<file path="config.mk">
export PLATFORM = sky130hd
export DESIGN_NAME = bsl_top
export DESIGN_NICKNAME = d
export VERILOG_FILES = /design/src/bsl_pkg.sv /design/src/bsl_strap_if.sv /design/src/bsl_top.sv /design/src/bsl_decode.sv
export SDC_FILE = /design/constraint.sdc
export NUM_CORES = 1
export LEC_CHECK = 0
export BUFFER_PORTS_ARGS = -buffer_cell sky130_fd_sc_hd__buf_2
export CAP_MARGIN = 20
export CORE_AREA = 2 2 39 41
export CTS_CLUSTER_SIZE = 16
export DETAILED_ROUTE_END_ITERATION = 10
export DIE_AREA = 0 0 41 43
export HOLD_SLACK_MARGIN = 0.02
export PLACE_DENSITY = 0.69
export SYNTH_ARGS = -nofsm -noshare
export SYNTH_HDL_FRONTEND = slang
export SYNTH_SLANG_ARGS = --single-unit
</file>
<file path="constraint.sdc">
create_clock -name i_core_clk -period 3.5 [get_ports i_core_clk]
set_input_delay 0.35 -clock i_core_clk [delete_from_list [all_inputs] [get_ports i_core_clk]]
set_output_delay 0.35 -clock i_core_clk [all_outputs]
set_load 0.01 [all_outputs]
</file>
<file path="src/bsl_pkg.sv">
package bsl_pkg;
   localparam int unsigned STRAP_W       = 5;
   // bit positions inside the strap value word
   localparam int unsigned BIT_LDO       = 0;
   localparam int unsigned BIT_BOOT_SEL  = 1;
   localparam int unsigned BIT_DL_QUAL   = 2;
   localparam int unsigned BIT_LOG_TIME  = 3;
   localparam int unsigned BIT_SDIO_EDGE = 4;
   // weak pull levels: 1 = pull-up, 0 = pull-down
   localparam logic [4:0]  STRAP_PULL    = 5'h1a;
   localparam logic [4:0]  STRAP_RESET   = 5'h1a;
   typedef enum logic [2:0]
   {
      BSL_OPEN   = 3'h1,
      BSL_HELD   = 3'h2,
      BSL_OFF    = 3'h4
   } bsl_state_t;
   typedef enum logic [1:0]
   {
      BSL_BOOT_SPI      = 2'h1,
      BSL_BOOT_DOWNLOAD = 2'h2,
      BSL_BOOT_UNDEF    = 2'h0
   } bsl_boot_t;
endpackage

</file>
<file path="src/bsl_strap_if.sv">
`timescale 1ns/1ps
`default_nettype none
interface bsl_strap_if;
   import bsl_pkg::*;
   logic [STRAP_W-1:0] strap;
   modport src (output strap);
   modport dst (input strap);
endinterface
`default_nettype wire

</file>
<file path="src/bsl_top.sv">
`timescale 1ns/1ps
`default_nettype none
module bsl_top
   import bsl_pkg::*;
(
   // clock and reset
   input  wire logic               i_core_clk,
   input  wire logic               i_rst,
   input  wire logic               i_enable,
   // strap pins: driven level and whether anything drives it
   input  wire logic [STRAP_W-1:0] i_pin_level,
   input  wire logic [STRAP_W-1:0] i_pin_driven,
   // firmware override
   input  wire logic               i_ovr_ldo_we,
   input  wire logic               i_ovr_ldo_1v8,
   input  wire logic               i_ovr_sdio_we,
   input  wire logic               i_ovr_smp_rise,
   input  wire logic               i_ovr_out_rise,
   // status and configuration
   output logic [STRAP_W-1:0]      o_strap_value,
   output logic                    o_pull_enable,
   output logic                    o_pin_normal,
   output logic                    o_ldo_1v8,
   output bsl_boot_t               o_boot_mode,
   output logic                    o_uart0_log_en,
   output logic                    o_sdio_smp_rise,
   output logic                    o_sdio_out_rise
);
   bsl_state_t         state;
   bsl_state_t         next_state;
   logic [STRAP_W-1:0] strap;
   logic [STRAP_W-1:0] pin_seen;
   logic               ldo_1v8;
   logic               smp_rise;
   logic               out_rise;
   logic               dec_ldo;
   logic               dec_smp;
   logic               dec_out;
   logic               dec_log;
   bsl_boot_t          dec_boot;
   bsl_strap_if        sif ();

   // undriven pins fall to their weak pull while in reset
   for (genvar b = 0; b < STRAP_W; b++)
   begin : g_pin
      assign pin_seen[b] = i_pin_driven[b] ? i_pin_level[b] : STRAP_PULL[b];
   end

   // disabled holds the chip in reset; the latch stays open meanwhile
   wire in_reset = i_rst | ~i_enable;
   assign next_state = in_reset ? BSL_OPEN : BSL_HELD;

   always_ff @(posedge i_core_clk)
   begin
      state <= next_state;
   end

   // transparent in reset, frozen from the release edge on
   always_ff @(posedge i_core_clk)
   begin
      if (in_reset)
      begin
         strap <= pin_seen;
      end
   end

   assign sif.strap     = strap;
   assign o_strap_value = strap;
   assign o_pull_enable = in_reset;
   assign o_pin_normal  = ~in_reset;

   bsl_decode u_dec
   (
      .s          (sif),
      .o_ldo_1v8  (dec_ldo),
      .o_boot     (dec_boot),
      .o_log_en   (dec_log),
      .o_smp_rise (dec_smp),
      .o_out_rise (dec_out)
   );

   // strap choice applies through reset; firmware may change it afterwards
   always_ff @(posedge i_core_clk)
   begin
      if (in_reset)
      begin
         ldo_1v8  <= pin_seen[BIT_LDO];
         smp_rise <= pin_seen[BIT_LOG_TIME];
         out_rise <= pin_seen[BIT_SDIO_EDGE];
      end
      else
      begin
         if (i_ovr_ldo_we)
         begin
            ldo_1v8 <= i_ovr_ldo_1v8;
         end
         else if (state == BSL_OPEN)
         begin
            ldo_1v8 <= dec_ldo;
         end
         if (i_ovr_sdio_we)
         begin
            smp_rise <= i_ovr_smp_rise;
            out_rise <= i_ovr_out_rise;
         end
         else if (state == BSL_OPEN)
         begin
            smp_rise <= dec_smp;
            out_rise <= dec_out;
         end
      end
   end

   assign o_ldo_1v8       = ldo_1v8;
   assign o_boot_mode     = dec_boot;
   assign o_uart0_log_en  = dec_log;
   assign o_sdio_smp_rise = smp_rise;
   assign o_sdio_out_rise = out_rise;
endmodule
`default_nettype wire

</file>
<file path="src/bsl_decode.sv">
`timescale 1ns/1ps
`default_nettype none
module bsl_decode
   import bsl_pkg::*;
(
   bsl_strap_if.dst   s,
   output logic       o_ldo_1v8,
   output bsl_boot_t  o_boot,
   output logic       o_log_en,
   output logic       o_smp_rise,
   output logic       o_out_rise
);
   assign o_ldo_1v8  = s.strap[BIT_LDO];
   assign o_boot     = s.strap[BIT_BOOT_SEL] ? BSL_BOOT_SPI
                     : (!s.strap[BIT_DL_QUAL] ? BSL_BOOT_DOWNLOAD : BSL_BOOT_UNDEF);
   assign o_log_en   = s.strap[BIT_LOG_TIME];
   assign o_smp_rise = s.strap[BIT_LOG_TIME];
   assign o_out_rise = s.strap[BIT_SDIO_EDGE];
endmodule
`default_nettype wire

</file>
==> out/metrics.yaml, run 1 <==
run_status:
  status: "finished, final reports clean"
routing:
  route.detailed.drc: 0
  wirelength_um: 762
  drt_iter0_markers: 6
  route.detailed.wl_per_inst_um: 9.90
  first_pass_iters: 4
  viasPerCell: 4.10
  vias: 316
  drt.antenna.violating_nets: 0
power_and_ir_drop:
  p_leak_uw: 0.000295
  p_total_uw: 266
  power.density_nw_per_um2: 426
  ir_drop_mv: 0.199
global_route:
  antenna_found_initial: 0
  grt_pass1_wl_um: 1160
  grt-ovfl-total: 0
  track_usage: 0.102
  grt_start_max_net_pins: 9
  grt_pass1_vias: 293
finish:
  nNetsFinal: 80
  area_delta_synth_final_pct: 33.0
  layout_common_cells: "buf_2 (30), edfxtp_1 (8), nand2b_1 (4), mux2_4 (4), clkbuf_4 (3)"
  drive_above_1_share: 0.623
  fin_area_um2: 626
  diodes: 0
  final_common_cell: "buf_2"
timing:
  final_hold_viol_count: 0
  min_period_over_period: 0.503
  final.setup.worst_slack_ps: 1740
  rsz0062_at_grt: "no"
  period_needed_ps: 1760
  slew_violations: 0
  fin_skew_ps: 2.82
  setup_viol: 0
  worst_slew_pin_slew_ps: 612
  maxSlewHeadroom: 0.591
  max_freq_mhz: 568
  setup_tns_ps: 0
setup_path:
  end_kind: "output port"
  required_ps: 3150
  slowest_stage: "nor2b_1"
  path_max_fanout: 8
  max_stage_delay_ps: 480
  critical_path.top_delay_family: "buffers and inverters"
  worstSetupStartpointType: "input pin"
  path_buf_inv: 3
  r2r_slack_ps: 2300
  crit_path_frequent_cell: "buf_2"
  worstPathArrival_ps: 1410
  crit_chain: "buf_2 > nor2b_1 > inv_1 > buf_2"
  path_class: "in -> out"
synthesis:
  syn_avg_cell_area_um2: 14.7
  syn_nets: 50
  synth_area_um2: 470
  ys_ff_latch: 10
  ys_types: 13
  seq_area_frac_synth: 0.596
  yosysWarnings: 0
  synth_cells: 32
die:
  ioPinCount: 31
  start_util: 0.340
  core_region_area_um2: 1380
  fp.dieW_um: 41
  die_area_um2: 1760
  fp.dieH_um: 43
  num_rows: 14
place:
  pre_cts_ws_ps: 1740
  portBuffers: 30
  placed_area_um2: 599
  place.gp.congestion: 0.653
clocking:
  cts_hold_buf: 0
  cts_tree: "yes"
  cts_buffers: 3
  post-cts-setup-buffers: 0
  htree_levels: 1
  cts_resized: 0
  clk_pin_slew_ps: 60
  insertion_delay_ps: 260
  cts_root_buf: "clkbuf_4"
  clock-sinks: 10
  clockBufferDepth: 2
worst_hold_path:
  hp-class: "in -> reg"
job:
  max-cap-violations: 0
routing by layer:
layer,part of all wire,track usage
met2,0.54,0.159
met1,0.37,0.115
met5,0,0
met3,0.094,0.0471
met4,0,0.0400
state kept, by name, summed over array words and instances, names as in the netlist:
signal and flops:
o_strap_value 5, state 2, o_ldo_1v8 1, o_sdio_out_rise 1
o_sdio_smp_rise 1
worst paths after layout:
kind,to,cells after the start,startpoint
min,o_strap_value[1]$_SDFFCE_PN1P_,2,i_pin_driven[1]
min reg2reg,o_ldo_1v8$_DFFE_PP_,2,state[0]$_DFF_P_
max,o_pull_enable,4,i_rst
max reg2reg,o_sdio_smp_rise$_DFFE_PP_,2,o_strap_value[3]$_DFFE_PP_
where the power goes:
part / leakage [µW] / switching [µW] / internal, µW / total [µW]
clock network: 0.0000154 / 36.1 / 41.0 / 77.1
logic: 0.000182 / 20.2 / 25.6 / 45.8
registers: 0.0000973 / 3.83 / 140 / 143
synthesized netlist by cell type:
cell / instances / area share
edfxtp_1: 8 / 0.51
buf_4: 4 / 0.064
mux2_4: 4 / 0.13
nand2b_1: 4 / 0.053
and2_1: 2 / 0.027
dfxtp_1: 2 / 0.085
nand3b_1: 2 / 0.032
buf_6: 1 / 0.024
inv_1: 1 / 0.0080
mux2_1: 1 / 0.024
mux2_2: 1 / 0.024
nor2_1: 1 / 0.0080
nor2b_1: 1 / 0.013
cells by family (layout without fill, tap and decap cells):
family	after synthesis	after routing	share of synthesized area
buffers and inverters	6	35	0.0957
DFF	10	10	0.596
muxes	6	6	0.176
and+or+nand+nor	10	10	0.133
layout make-up:
type / count / area (µm²)
clock buffers: 3 / 22.5
clock inverters: 1 / 3.75
fillers: 136 / 758
inverters: 1 / 3.75
multi-input cells: 16 / 145
flip-flops and latches: 10 / 280
well taps: 16 / 20.0
repair buffers: 30 / 150
stage by stage:
step                hold slack (ps)   util  instances
global route                    352  0.452         77
finish                          346  0.452         77
CTS                             337  0.452         77
floorplan                       499      -         32
detailed placement              580  0.433         73
global placement                576  0.433         73
Power figures use the tool's default switching activity.
==> run 2: changes to the inputs <==
--- a/config.mk
+++ b/config.mk
@@ -7,12 +7,12 @@
 export LEC_CHECK = 0
 export BUFFER_PORTS_ARGS = -buffer_cell sky130_fd_sc_hd__buf_2
 export CAP_MARGIN = 20
-export CORE_AREA = 2 2 39 41
+export CORE_MARGIN = 2
+export CORE_UTILIZATION = 35
 export CTS_CLUSTER_SIZE = 16
 export DETAILED_ROUTE_END_ITERATION = 10
-export DIE_AREA = 0 0 41 43
 export HOLD_SLACK_MARGIN = 0.02
-export PLACE_DENSITY = 0.69
+export PLACE_DENSITY = 0.71
 export SYNTH_ARGS = -nofsm -noshare
 export SYNTH_HDL_FRONTEND = slang
 export SYNTH_SLANG_ARGS = --single-unit
==> constraint.sdc (replaced) <==
create_clock -name i_core_clk -period 1.5 [get_ports i_core_clk]
set_input_delay 0.15 -clock i_core_clk [delete_from_list [all_inputs] [get_ports i_core_clk]]
set_output_delay 0.15 -clock i_core_clk [all_outputs]
set_load 0.01 [all_outputs]
==> out/metrics.yaml, run 2 (same netlist as run 1, synthesis figures left out) <==
run_status:
  status: "finished, final reports clean"
routing:
  viasPerCell: 4.36  # +6.3%
  drt_iter0_markers: 2  # -4
  route.detailed.drc: 0  # unchanged
  wirelength_um: 743  # -2.5%
  first_pass_iters: 2  # -2
  vias: 336  # +6.3%
  drt.antenna.violating_nets: 0  # unchanged
  route.detailed.wl_per_inst_um: 9.65  # -2.5%
clocking:
  post-cts-setup-buffers: 0  # unchanged
  htree_levels: 1  # unchanged
  cts_tree: "yes"
  cts_hold_buf: 0  # unchanged
  insertion_delay_ps: 260  # about the same
  cts_resized: 0  # unchanged
  clockBufferDepth: 2  # unchanged
  cts_root_buf: "clkbuf_4"
  clk_pin_slew_ps: 60  # about the same
  cts_buffers: 3  # unchanged
  clock-sinks: 10  # unchanged
die:
  fp.dieW_um: 40.7  # -0.83%
  start_util: 0.366  # +0.0262
  core_region_area_um2: 1280  # -7.1%
  fp.dieH_um: 40.7  # -5.4%
  num_rows: 13  # -1
  ioPinCount: 31  # unchanged
  die_area_um2: 1650  # -6.2%
global_route:
  grt-ovfl-total: 0  # unchanged
  antenna_found_initial: 0  # unchanged
  track_usage: 0.116  # +0.0139
  grt_pass1_wl_um: 1140  # -1.8%
  grt_start_max_net_pins: 8  # -1
  grt_pass1_vias: 302  # +3.1%
power_and_ir_drop:
  p_clk_frac: 0.345  # +0.056
  p_switching_uw: 141  # +130%
  ir_drop_mv: 0.567  # +180%
  power.density_nw_per_um2: 1050  # +150%
  p_seq_frac: 0.495  # -0.043
  swShare: 0.209  # -0.0171
  combPwrFrac: 0.161  # -0.011
  p_int_uw: 534  # +160%
  p_leak_uw: 0.000306  # +3.6%
timing:
  min_period_over_period: 0.788
  setup_viol: 0  # unchanged
  maxSlewHeadroom: 0.845  # +0.254
  rsz0062_at_grt: "no"
  final_hold_viol_count: 0  # unchanged
  period_needed_ps: 1180
  setup_tns_ps: 0  # unchanged
  fin_skew_ps: 3.17  # +0.348 ps
  slew_violations: 0  # unchanged
  max_freq_mhz: 846
  worst_slew_pin_slew_ps: 232  # -380 ps
place:
  dpl.hpwl_um: 648
  place.gp.congestion: 0.549  # -16%
  portBuffers: 30  # unchanged
  dp.cells: 73  # unchanged
setup_path:
  worstSetupStartpointType: "register"
  required_ps: 1510  # -1640 ps
  path_max_fanout: 3  # -5
  cp-startpoint: "o_strap_value[3]$_DFFE_PP_"
  path_class: "reg -> reg"
  worstPathArrival_ps: 1190  # -220 ps
  r2r-start: "o_strap_value[3]$_DFFE_PP_"
  end_kind: "register"
finish:
  largest_register_ffs: 5  # unchanged
  layout_common_cells: "buf_2 (30), edfxtp_1 (8), nand2b_1 (4), mux2_4 (4), clkbuf_4 (3)"
  regArea_um2: 280  # unchanged
  multi_input_area_um2: 145  # unchanged
  nFillCells: 116  # -15%
  final_common_cell: "buf_2"
  diodes: 0  # unchanged
  finalNonFillerCells: 77  # unchanged
  nNetsFinal: 81  # +1.3%
  drive_above_1_share: 0.645  # +0.0222
  area_delta_synth_final_pct: 36.4
worst_hold_path:
  hp-class: "in -> reg"
  min_from: "i_pin_driven[1]"
job:
  max-cap-violations: 0  # unchanged
run 2: cell count changes in the layout (fill, tap and decap cells not counted):
cell,previous run,this run
buf_4,0,1
clkbuf_8,0,1
clkinv_1,1,0
run 2: final timing paths:
path / to / slack, ps / cells past startpoint
min: o_strap_value[1]$_SDFFCE_PN1P_ / 150 / 2
max: o_sdio_smp_rise$_DFFE_PP_ / 320 / 2
max reg2reg: o_sdio_smp_rise$_DFFE_PP_ / 320 / 2
min reg2reg: o_ldo_1v8$_DFFE_PP_ / 600 / 2
run 2: worst max-delay path: stages, from the launching register on:
cell and delay, ps:
edfxtp_1 410, mux2_4 280, mux2_4 250
run 2: per-stage QoR:
step	util	hold WS (ps)	setup WS [ps]	cell area, µm²	power [µW]
3_5_place_dp	0.471	410	320	606	451
5_1_grt	0.500	167	288	642	714
4_1_cts	0.500	137	313	642	688
3_3_place_gp	0.471	406	336	606	447
6_report	0.500	146	318	642	675
2_1_floorplan	-	299	287	470	410
run 2: layout make-up:
class                           count  area share
Inverter                            1     0.00585
Clock buffer                        4      0.0565
Tap cell                           15      0.0292
Timing Repair Buffer               31       0.246
Sequential cell                    10       0.437
Multi-Input combinational cell     16       0.226
run 2: metal layers:
| metal | global-route usage | wire [µm] |
|---|---|---|
| met2 | 0.210 | 438 |
| met3 | 0.0489 | 56 |
| met5 | 0 | 0 |
| met1 | 0.103 | 244 |
| met4 | 0.0750 | 4 |
run 2: power groups by stage:
| stage | logic (µW) | registers (µW) | clock network [µW] |
|---|---|---|---|
| 6_report | 109 | 334 | 232 |
| 5_1_grt | 121 | 336 | 256 |
| 4_1_cts | 110 | 334 | 243 |
| 3_5_place_dp | 110 | 340 | 0 |
| 3_3_place_gp | 108 | 339 | 0 |
| 2_1_floorplan | 61.2 | 349 | 0 |
